## config.mk

```make
export PLATFORM = sky130hd
export DESIGN_NAME = bcp_pin_ctl
export DESIGN_NICKNAME = d
export VERILOG_FILES = /design/src/inc/bcp_pkg.sv /design/src/bcp_pin_ctl.sv /design/src/bcp_sync3.sv /design/src/bcp_ready_ctl.sv
export VERILOG_INCLUDE_DIRS = /design/src /design/src/inc
export SDC_FILE = /design/constraint.sdc
export NUM_CORES = 1
export LEC_CHECK = 0
export ABC_AREA = 1
export ABC_CLOCK_PERIOD_IN_PS = 3000
export BUFFER_PORTS_ARGS = -buffer_cell sky130_fd_sc_hd__buf_2
export CORE_MARGIN = 10
export CORE_UTILIZATION = 50
export DETAILED_ROUTE_END_ITERATION = 16
export PLACE_DENSITY = 0.91
export SYNTH_ARGS = -nofsm -noshare
export SYNTH_HDL_FRONTEND = slang
export SYNTH_SLANG_ARGS = --single-unit
```

## constraint.sdc

```tcl
create_clock -name CLK_I -period 3 [get_ports CLK_I]
set_clock_uncertainty 0.1 [all_clocks]
set_input_delay 0.45 -clock CLK_I [delete_from_list [all_inputs] [get_ports CLK_I]]
set_output_delay 0.45 -clock CLK_I [all_outputs]
set_load 0.005 [all_outputs]
```

## src/inc/bcp_defs.svh

```systemverilog
// timing counts, field encodings and reset values for the bus control pin logic
`ifndef BCP_DEFS_SVH
`define BCP_DEFS_SVH
`define BCP_CLK_PERIOD_NS 100
`define BCP_HOLD_DRIVE_NS 100
`define BCP_HOLD_DRIVE_CYC ((`BCP_HOLD_DRIVE_NS + `BCP_CLK_PERIOD_NS - 1) / `BCP_CLK_PERIOD_NS)
`define BCP_CHIP_SELECT_COUNT_FIELD_NONE 2'h0
`define BCP_CHIP_SELECT_COUNT_FIELD_ONE 2'h1
`define BCP_CHIP_SELECT_COUNT_FIELD_GPIO 2'h2
`define BCP_CHIP_SELECT_COUNT_FIELD_THREE 2'h3
`define BCP_CHIP_SELECT_COUNT_FIELD_RESET 2'h0
`define BCP_P6_RESET 8'h00
`define BCP_HOLD_PIN 5
`define BCP_HOLD_ACK_OUT_PIN 6
`define BCP_BUS_REQUEST_OUT_PIN 7
`define BCP_NUM_CS 4
`endif

```

## src/inc/bcp_pkg.sv

```systemverilog
// types for the bus control pin logic
package bcp_pkg;
	typedef enum logic [1:0] {
		BCP_ACC_INTERNAL,
		BCP_ACC_EXTERNAL,
		BCP_ACC_XPER,
		BCP_ACC_NONE
	} bcp_acc_t;
	typedef enum {
		BCP_IDLE,
		BCP_WAIT,
		BCP_READY
	} bcp_rdy_state_t;
endpackage

```

## src/bcp_pin_ctl.sv

```systemverilog
// port 6 alternate functions, dedicated strobes, trap input and reset output
`timescale 1ns/1ps
`include "bcp_defs.svh"
module bcp_pin_ctl
	import bcp_pkg::*;
(
	input wire logic CLK_I,
	input wire logic RESET_I,
	input wire logic [1:0] PORT0_CHIP_SELECT_COUNT_FIELD_I,
	output logic [1:0] CHIP_SELECT_COUNT_FIELD_O,
	input wire logic [3:0] CS_ACTIVE_N_I,
	input wire logic [7:0] P6_DATA_I,
	input wire logic [7:0] P6_DIR_I,
	input wire logic [7:0] OPEN_DRAIN_SELECT_I,
	input wire logic [7:0] P6_PIN_I,
	output logic [7:0] P6_OUT_O,
	output logic [7:0] P6_OE_O,
	output logic [7:0] P6_PULLUP_O,
	output logic [7:0] P6_IN_O,
	input wire logic ARBITRATION_PINS_ENABLE_I,
	input wire logic HOLD_MODE_I,
	input wire logic HOLD_ACK_I,
	input wire logic BUS_REQUEST_I,
	output logic HOLD_REQUEST_O,
	input wire logic BUS_CYCLE_START_I,
	input wire bcp_acc_t ACCESS_TYPE_I,
	input wire logic [4:0] BUS_WINDOW_ACTIVE_I,
	input wire logic INTERNAL_ACCESS_VISIBILITY_I,
	input wire logic RD_REQ_I,
	input wire logic WR_REQ_I,
	input wire logic WR_HIGH_REQ_I,
	input wire logic WR_LOW_REQ_I,
	input wire logic BYTE_WRITE_MODE_I,
	input wire logic READY_ENABLE_I,
	input wire logic READY_ASYNC_I,
	input wire logic [3:0] WAITSTATES_I,
	input wire logic READY_N_I,
	output logic CYCLE_END_O,
	output logic ALE_O,
	output logic READ_STROBE_N_O,
	output logic READ_STROBE_OE_O,
	output logic WRITE_LOW_STROBE_N_O,
	output logic WRITE_LOW_STROBE_OE_O,
	output logic WRITE_HIGH_STROBE_N_O,
	output logic STROBE_PULLUP_O,
	input wire logic NMI_N_I,
	output logic NMI_TRAP_O,
	output logic POWER_DOWN_VALID_O,
	input wire logic POWER_DOWN_INSTRUCTION_I,
	input wire logic WATCHDOG_OVERFLOW_I,
	input wire logic SOFTWARE_RESET_INSTRUCTION_I,
	input wire logic END_OF_INIT_INSTRUCTION_I,
	output logic RESET_OUTPUT_PIN_N_O
);
	logic [1:0] chip_select_count_field_reg;
	logic hold_d_reg;
	logic [1:0] hold_drv_cnt_reg;
	logic [1:0] hold_drv_cnt_next;
	logic reset_output_pin_n_reg;
	logic reset_output_pin_n_next;
	logic nmi_d_reg;
	logic nmi_trap_reg;
	logic pd_valid_reg;
	logic pd_valid_next;
	logic ale_reg;
	logic rd_n_reg;
	logic wrl_n_reg;
	logic wrh_n_reg;
	logic ready_meta;
	logic nmi_sync;
	logic [7:0] p6_sync;
	logic [7:0] pin_sync_vec;
	wire logic [3:0] cs_used;
	wire logic hold_drive_high;
	wire logic in_hold;
	wire logic any_window;
	wire logic ale_next;
	wire logic strobes_allowed;
	wire logic nmi_edge;

	// count is a strap, so it is caught at the clock while reset is held
	always_ff @(posedge CLK_I) begin
		if (RESET_I) begin
			chip_select_count_field_reg <= PORT0_CHIP_SELECT_COUNT_FIELD_I;
		end
	end
	assign CHIP_SELECT_COUNT_FIELD_O = chip_select_count_field_reg;

	// chip select 0 is present for every count setting
	assign cs_used[0] = 1'b1;
	assign cs_used[1] = (chip_select_count_field_reg != `BCP_CHIP_SELECT_COUNT_FIELD_GPIO);
	assign cs_used[2] = (chip_select_count_field_reg == `BCP_CHIP_SELECT_COUNT_FIELD_NONE) || (chip_select_count_field_reg == `BCP_CHIP_SELECT_COUNT_FIELD_THREE);
	assign cs_used[3] = (chip_select_count_field_reg == `BCP_CHIP_SELECT_COUNT_FIELD_THREE);

	assign in_hold = HOLD_MODE_I && !RESET_I;
	// the entry cycle itself drives high, the counter only stretches it
	assign hold_drive_high = (in_hold && !hold_d_reg) || (hold_drv_cnt_reg != 2'h0);
	always_comb begin
		hold_drv_cnt_next = hold_drv_cnt_reg;
		if (in_hold && !hold_d_reg) begin
			hold_drv_cnt_next = 2'(`BCP_HOLD_DRIVE_CYC - 1);
		end else if (hold_drv_cnt_reg != 2'h0) begin
			hold_drv_cnt_next = hold_drv_cnt_reg - 2'h1;
		end
	end

	genvar gi;
	generate
		for (gi = 0; gi < 8; gi++) begin : g_p6
			if (gi < `BCP_NUM_CS) begin : g_cs
				// chip select open drain (cs0 to cs3) takes effect only out of reset, after software writes it
				wire logic od = OPEN_DRAIN_SELECT_I[gi] && !RESET_I;
				wire logic cs_drv = cs_used[gi] && !RESET_I;
				wire logic cs_val = hold_drive_high ? 1'b1 : CS_ACTIVE_N_I[gi];
				wire logic gp_val = P6_DATA_I[gi];
				wire logic val = cs_drv ? cs_val : gp_val;
				wire logic en = cs_drv ? (!in_hold || hold_drive_high) : P6_DIR_I[gi];
				// hold entry pushes high even on an open-drain line
				wire logic push_hi = cs_drv && hold_drive_high;
				// open drain: only a low is driven, except for the high push at hold entry
				assign P6_OUT_O[gi] = (od && !push_hi) ? 1'b0 : val;
				assign P6_OE_O[gi] = !RESET_I && en && (!od || !val || push_hi);
				assign P6_PULLUP_O[gi] = RESET_I || (cs_used[gi] && in_hold && !od);
			end else if (gi == `BCP_HOLD_PIN) begin : g_hold
				wire logic gp = !ARBITRATION_PINS_ENABLE_I;
				wire logic od = OPEN_DRAIN_SELECT_I[gi];
				assign P6_OUT_O[gi] = od ? 1'b0 : P6_DATA_I[gi];
				// hold request driver switched off when arbitration is on
				assign P6_OE_O[gi] = !RESET_I && gp && P6_DIR_I[gi] && (!od || !P6_DATA_I[gi]);
				assign P6_PULLUP_O[gi] = 1'b0;
			end else begin : g_arb
				wire logic arb = ARBITRATION_PINS_ENABLE_I;
				wire logic fn = (gi == `BCP_HOLD_ACK_OUT_PIN) ? HOLD_ACK_I : BUS_REQUEST_I;
				wire logic val = arb ? !fn : P6_DATA_I[gi];
				wire logic od = OPEN_DRAIN_SELECT_I[gi];
				assign P6_OUT_O[gi] = od ? 1'b0 : val;
				assign P6_OE_O[gi] = !RESET_I && (arb || P6_DIR_I[gi]) && (!od || !val);
				assign P6_PULLUP_O[gi] = 1'b0;
			end
		end
	endgenerate

	generate
		for (gi = 0; gi < 8; gi++) begin : g_sync
			bcp_sync3 u_sync (
				.CLK_I(CLK_I),
				.RESET_I(RESET_I),
				.RST_VAL_I(1'b1),
				.D_I(P6_PIN_I[gi]),
				.Q_O(pin_sync_vec[gi])
			);
		end
	endgenerate
	assign p6_sync = pin_sync_vec;
	assign P6_IN_O = p6_sync;
	// hold request is active low on the pin
	assign HOLD_REQUEST_O = ARBITRATION_PINS_ENABLE_I && !p6_sync[`BCP_HOLD_PIN];

	assign any_window = |BUS_WINDOW_ACTIVE_I;
	assign ale_next = BUS_CYCLE_START_I && ((ACCESS_TYPE_I == BCP_ACC_EXTERNAL)
		|| ((ACCESS_TYPE_I == BCP_ACC_XPER) && any_window));
	assign strobes_allowed = (ACCESS_TYPE_I == BCP_ACC_EXTERNAL)
		|| ((ACCESS_TYPE_I == BCP_ACC_XPER) && INTERNAL_ACCESS_VISIBILITY_I);

	always_ff @(posedge CLK_I) begin
		if (RESET_I) begin
			ale_reg <= 1'b0;
			rd_n_reg <= 1'b1;
			wrl_n_reg <= 1'b1;
			wrh_n_reg <= 1'b1;
		end else begin
			ale_reg <= ale_next;
			rd_n_reg <= !(RD_REQ_I && strobes_allowed && !in_hold);
			// general write, or low byte only beside a high strobe
			wrl_n_reg <= !(strobes_allowed && !in_hold
				&& (BYTE_WRITE_MODE_I ? WR_LOW_REQ_I : WR_REQ_I));
			wrh_n_reg <= !(strobes_allowed && !in_hold && BYTE_WRITE_MODE_I && WR_HIGH_REQ_I);
		end
	end
	assign ALE_O = ale_reg;
	assign READ_STROBE_N_O = rd_n_reg;
	assign WRITE_LOW_STROBE_N_O = wrl_n_reg;
	assign WRITE_HIGH_STROBE_N_O = wrh_n_reg;
	// read and write-low drivers released in reset and hold so the pullups hold those strobes high
	assign READ_STROBE_OE_O = !RESET_I && !in_hold;
	assign WRITE_LOW_STROBE_OE_O = !RESET_I && !in_hold;
	assign STROBE_PULLUP_O = RESET_I || in_hold;

	bcp_sync3 u_ready_sync (
		.CLK_I(CLK_I),
		.RESET_I(RESET_I),
		.RST_VAL_I(1'b1),
		.D_I(READY_N_I),
		.Q_O(ready_meta)
	);
	bcp_ready_ctl u_ready (
		.CLK_I(CLK_I),
		.RESET_I(RESET_I),
		.cyc_start_i(BUS_CYCLE_START_I && ale_next),
		.rdy_en_i(READY_ENABLE_I),
		.waits_i(WAITSTATES_I),
		.rdy_sync_i(READY_N_I),
		.rdy_async_i(ready_meta),
		.async_sel_i(READY_ASYNC_I),
		.cyc_end_o(CYCLE_END_O)
	);

	bcp_sync3 u_nmi_sync (
		.CLK_I(CLK_I),
		.RESET_I(RESET_I),
		.RST_VAL_I(1'b1),
		.D_I(NMI_N_I),
		.Q_O(nmi_sync)
	);
	// falling edge of the active-low trap input, checked every cycle
	assign nmi_edge = nmi_d_reg && !nmi_sync;
	always_comb begin
		pd_valid_next = pd_valid_reg;
		if (nmi_edge) begin
			pd_valid_next = 1'b1;
		end else if (POWER_DOWN_INSTRUCTION_I) begin
			pd_valid_next = 1'b0;
		end
		reset_output_pin_n_next = reset_output_pin_n_reg;
		// a new reset cause wins over end-of-init in the same cycle
		if (WATCHDOG_OVERFLOW_I || SOFTWARE_RESET_INSTRUCTION_I) begin
			reset_output_pin_n_next = 1'b0;
		end else if (END_OF_INIT_INSTRUCTION_I) begin
			reset_output_pin_n_next = 1'b1;
		end
	end

	always_ff @(posedge CLK_I) begin
		if (RESET_I) begin
			hold_d_reg <= 1'b0;
			hold_drv_cnt_reg <= 2'h0;
			reset_output_pin_n_reg <= 1'b0;
			nmi_d_reg <= 1'b1;
			nmi_trap_reg <= 1'b0;
			pd_valid_reg <= 1'b0;
		end else begin
			hold_d_reg <= in_hold;
			hold_drv_cnt_reg <= hold_drv_cnt_next;
			reset_output_pin_n_reg <= reset_output_pin_n_next;
			nmi_d_reg <= nmi_sync;
			nmi_trap_reg <= nmi_edge;
			pd_valid_reg <= pd_valid_next;
		end
	end
	assign NMI_TRAP_O = nmi_trap_reg;
	assign POWER_DOWN_VALID_O = pd_valid_reg && POWER_DOWN_INSTRUCTION_I;
	assign RESET_OUTPUT_PIN_N_O = reset_output_pin_n_reg && !RESET_I;
endmodule

```

## src/bcp_sync3.sv

```systemverilog
// three-flop synchroniser; a change counts once the second and third flops agree
`timescale 1ns/1ps
module bcp_sync3 (
	input wire logic CLK_I,
	input wire logic RESET_I,
	input wire logic RST_VAL_I,
	input wire logic D_I,
	output logic Q_O
);
	logic s1_reg;
	logic s2_reg;
	logic s3_reg;
	logic q_reg;
	always_ff @(posedge CLK_I) begin
		if (RESET_I) begin
			s1_reg <= RST_VAL_I;
			s2_reg <= RST_VAL_I;
			s3_reg <= RST_VAL_I;
			q_reg <= RST_VAL_I;
		end else begin
			s1_reg <= D_I;
			s2_reg <= s1_reg;
			s3_reg <= s2_reg;
			if (s2_reg == s3_reg) begin
				q_reg <= s3_reg;
			end
		end
	end
	assign Q_O = q_reg;
endmodule

```

## src/bcp_ready_ctl.sv

```systemverilog
// ready evaluation for one external bus cycle, with waitstate blanking
`timescale 1ns/1ps
module bcp_ready_ctl
	import bcp_pkg::*;
(
	input wire logic CLK_I,
	input wire logic RESET_I,
	input wire logic cyc_start_i,
	input wire logic rdy_en_i,
	input wire logic [3:0] waits_i,
	input wire logic rdy_sync_i,
	input wire logic rdy_async_i,
	input wire logic async_sel_i,
	output logic cyc_end_o
);
	bcp_rdy_state_t state_reg;
	bcp_rdy_state_t state_next;
	logic [3:0] cnt_reg;
	logic [3:0] cnt_next;
	wire logic rdy_seen = async_sel_i ? rdy_async_i : rdy_sync_i;
	always_comb begin
		state_next = state_reg;
		cnt_next = cnt_reg;
		cyc_end_o = 1'b0;
		case (state_reg)
			BCP_IDLE: begin
				if (cyc_start_i) begin
					cnt_next = waits_i;
					state_next = (waits_i != 4'h0) ? BCP_WAIT : BCP_READY;
				end
			end
			BCP_WAIT: begin
				// ready ignored while programmed waitstates run
				cnt_next = cnt_reg - 4'h1;
				if (cnt_reg == 4'h1) begin
					state_next = BCP_READY;
				end
			end
			BCP_READY: begin
				// ready is active low; without ready control the cycle ends at once
				if (!rdy_en_i || !rdy_seen) begin
					cyc_end_o = 1'b1;
					state_next = BCP_IDLE;
				end
			end
			default: state_next = BCP_IDLE;
		endcase
	end
	always_ff @(posedge CLK_I) begin
		if (RESET_I) begin
			state_reg <= BCP_IDLE;
			cnt_reg <= 4'h0;
		end else begin
			state_reg <= state_next;
			cnt_reg <= cnt_next;
		end
	end
endmodule

```

==> impl_metrics.csv <==
group,metric,value,unit
floorplan,initial_utilization,0.528,
sta,hold_viol_final,0,
yosys,syn_area_per_cell,7.90,um^2
floorplan,core_area,0.00482,mm^2
yosys,ys_ff_latch,59,
placement,place_hpwl,4890,um
layout,nets,501,
placement,place_ws,700,ps
yosys,synthArstFlopShare,0,
yosys,syn_area,0.00254,mm^2
worst_hold_path,hold_path_depth,2,
yosys,synth_warnings,0,
worst_hold_path,hp-class,"input pin to register",
sta,fin_crit_sh,0.773,
power,pwr-share-comb,0.248,
drt,wl_met3,536,um
layout,antenna_cells,0,
critical_path,crit_cells,6,
drt,dr_wl_met2,3120,um
critical_path,max_stage_delay,420,ps
layout,post-route-util,0.678,
power,switching_power,666,uW
power,peakVddDrop,0.402,mV
clock_network,cts_tree,"yes",
yosys,synth_top_area_frac,0.449,
critical_path,crit_path_start_kind,"register",
status,status,"finished clean",
critical_path,crit_chain,"ha_1 > nor2_1 > mux2i_1 > nor2_1 > nor3_2 > buf_2",
clock_network,clk_pin_slew,70,ps
sta,rsz0062_at_grt,"false",
drt,wl,6050,um
floorplan,die-height,91.3,um
yosys,synth_area_leaders,"dfxtp_1, nand2_1, or2_2",
global_route,grt_usage,0.145,
layout,area_delta_synth_final,28.4,%
layout,postLayoutCellArea,0.00326,mm^2
global_route,antenna_found_initial,0,
drt,drtIter0Drc,52,
critical_path,worstPathMaxFanout,4,
clock_network,htree_levels,3,
power,seqPwrFrac,0.420,
clock_network,max-clock-path-buffers,2,
yosys,ys_types,33,
critical_path,cp_top_family,"flip-flops",
floorplan,num_rows,25,
worst_hold_path,min-delay-start,"RD_REQ_I",
power,power_density,654,mW/mm^2
yosys,seq_area_frac_synth,0.472,
clock_network,cts_buffers,9,
drt,vias,2280,
sta,max_freq,431,MHz
critical_path,cp.required,2450,ps
yosys,synth_edf_count,2,
critical_path,rr_endpoint,"u_ready.state_reg[0]$_SDFFE_PP0P_",
floorplan,die-area,0.00834,mm^2
sta,period_minus_slack,2320,ps
drt,met1Wirelength,2340,um
drt,avgViaCountPerCell,4.58,
yosys,yosysTopAreaCell,"dfxtp_1",
sta,setup_tns,0,ps
clock_network,post_cts_buffers,0,
critical_path,arrival,1770,ps
clock_network,insertion_delay,330,ps
power,p_leak,1.62,nW
clock_network,root_buffer,"clkbuf_8",
sta,fin_ws,682,ps
critical_path,crit_top_cell,"nor2_1",
placement,io_buffers,110,
critical_path,r2r-start,"u_ready.state_reg[0]$_SDFFE_PP0P_",
clock_network,cts_resized,0,
drt,top_layer_used,"met4",
power,p_int,1.47,mW
critical_path,worst-path-buf-inv,1,
placement,gp_congestion,0.824,
sta,setup_viol_count_final,0,
critical_path,crit_path_start,"CHIP_SELECT_COUNT_FIELD_O[1]$_DFFE_PP_",
drt,post-route-drc-count,0,
global_route,grt_pass1_wl,10000,um
global_route,grt_max_degree,30,
power,clkPwrFrac,0.332,
power,swShare,0.312,
critical_path,crit_type,"register to output port",
sta,slew_viol_final,0,
flow_run,maxCapViolCount,0,
placement,dpl_cell_area,0.00307,mm^2
global_route,grt_pass1_vias,2353,
layout,drive_above_1_share,0.390,
drt,ant_nets,0,
critical_path,reg2regPathDepth,6,
drt,avgRoutedWirePerCell,12.2,um
critical_path,end_kind,"output port",
drt,drt-pass1-iter-count,4,
global_route,overflow,0,
critical_path,r2r_slack,1500,ps
critical_path,cp_slowest_cell,"edfxtp_1",
yosys,netlist_instances,322,
floorplan,ioPinCount,116,
clock_network,clock_sinks,59,
clock_network,ctsHoldBuffers,0,
floorplan,die_w,91.3,um
worst_hold_path,whs_endpoint,"READ_STROBE_N_O$_SDFF_PP1_",
yosys,ys.flop_type,"dfxtp_1",
-- synthesized netlist by cell type, types with 3 or more instances --
library cell,n
a21oi_1,17
buf_2,5
buf_4,13
clkbuf_1,4
dfxtp_1,57
ha_1,5
inv_1,33
inv_2,3
nand2_1,51
nand3_1,10
nor2_1,41
o21ai_0,24
o221ai_1,5
or2_2,30
-- layer usage --
metal	global-route usage	vias to the layer above
met5	0	-
met1	0.137	993
met4	0.0522	0
li1	-	1216
met3	0.0790	4
met2	0.258	67
-- logic make-up (layout without fill, tap and decap cells) --
| logic type | count (synthesis) | in the layout | share of synthesized area |
|---|---|---|---|
| DFF | 59 | 59 | 0.472 |
| buffers and inverters | 58 | 164 | 0.107 |
| other | 1 | 4 | 0.00147 |
| AOI/OAI and AO/OA | 55 | 55 | 0.126 |
| muxes | 2 | 2 | 0.00787 |
| xor gates and xnor gates | 3 | 3 | 0.0103 |
| and+or+nand+nor | 139 | 139 | 0.250 |
| adders and majority gates | 5 | 5 | 0.0246 |
-- layout make-up --
class,count,area [um^2]
repair buffers,112,566
inverters,36,135
well taps,67,83.8
fillers,408,1550
multi-input cells,208,1080
clock inverters,7,75.1
clock buffers,9,124
flip-flops and latches,59,1200
-- stage by stage --
step                total power [mW]  hold slack (ps)  cells
floorplan                       1.30              289    325
global placement                1.42              291    482
detailed placement              1.44              293    482
CTS                             2.16              157    498
global route                    2.29              157    498
finish                          2.13              175    498
-- worst max path at each step --
stage                            end
after floorplan           P6_OE_O[1]
after global placement    P6_OE_O[2]
after detailed placement  P6_OE_O[2]
after CTS                 P6_OE_O[1]
after global routing      P6_OE_O[1]
final                     P6_OE_O[1]
-- placed cells by master, fill, tap and decap left out, types with 2 or more instances in the layout --
cell type	instances
ha_1	5
nor3_2	2
clkbuf_8	9
buf_4	2
nor2_1	41
mux2i_1	2
conb_1	4
a21oi_1	17
dfxtp_1	57
inv_1	33
buf_2	110
xor2_1	2
inv_2	3
clkinv_4	2
edfxtp_1	2
o221ai_1	5
o21ai_0	24
o22ai_1	2
nand3_1	10
nand2_1	51
or2_2	30
-- power groups by stage --
stage | registers, mW | clock network, mW | logic [mW]
floorplan | 0.905 | 0 | 0.390
global placement | 0.910 | 0 | 0.508
detailed placement | 0.913 | 0 | 0.531
CTS | 0.896 | 0.732 | 0.534
global route | 0.905 | 0.767 | 0.616
finish | 0.896 | 0.709 | 0.530
Note: power is estimated with default switching activity, not from simulation.
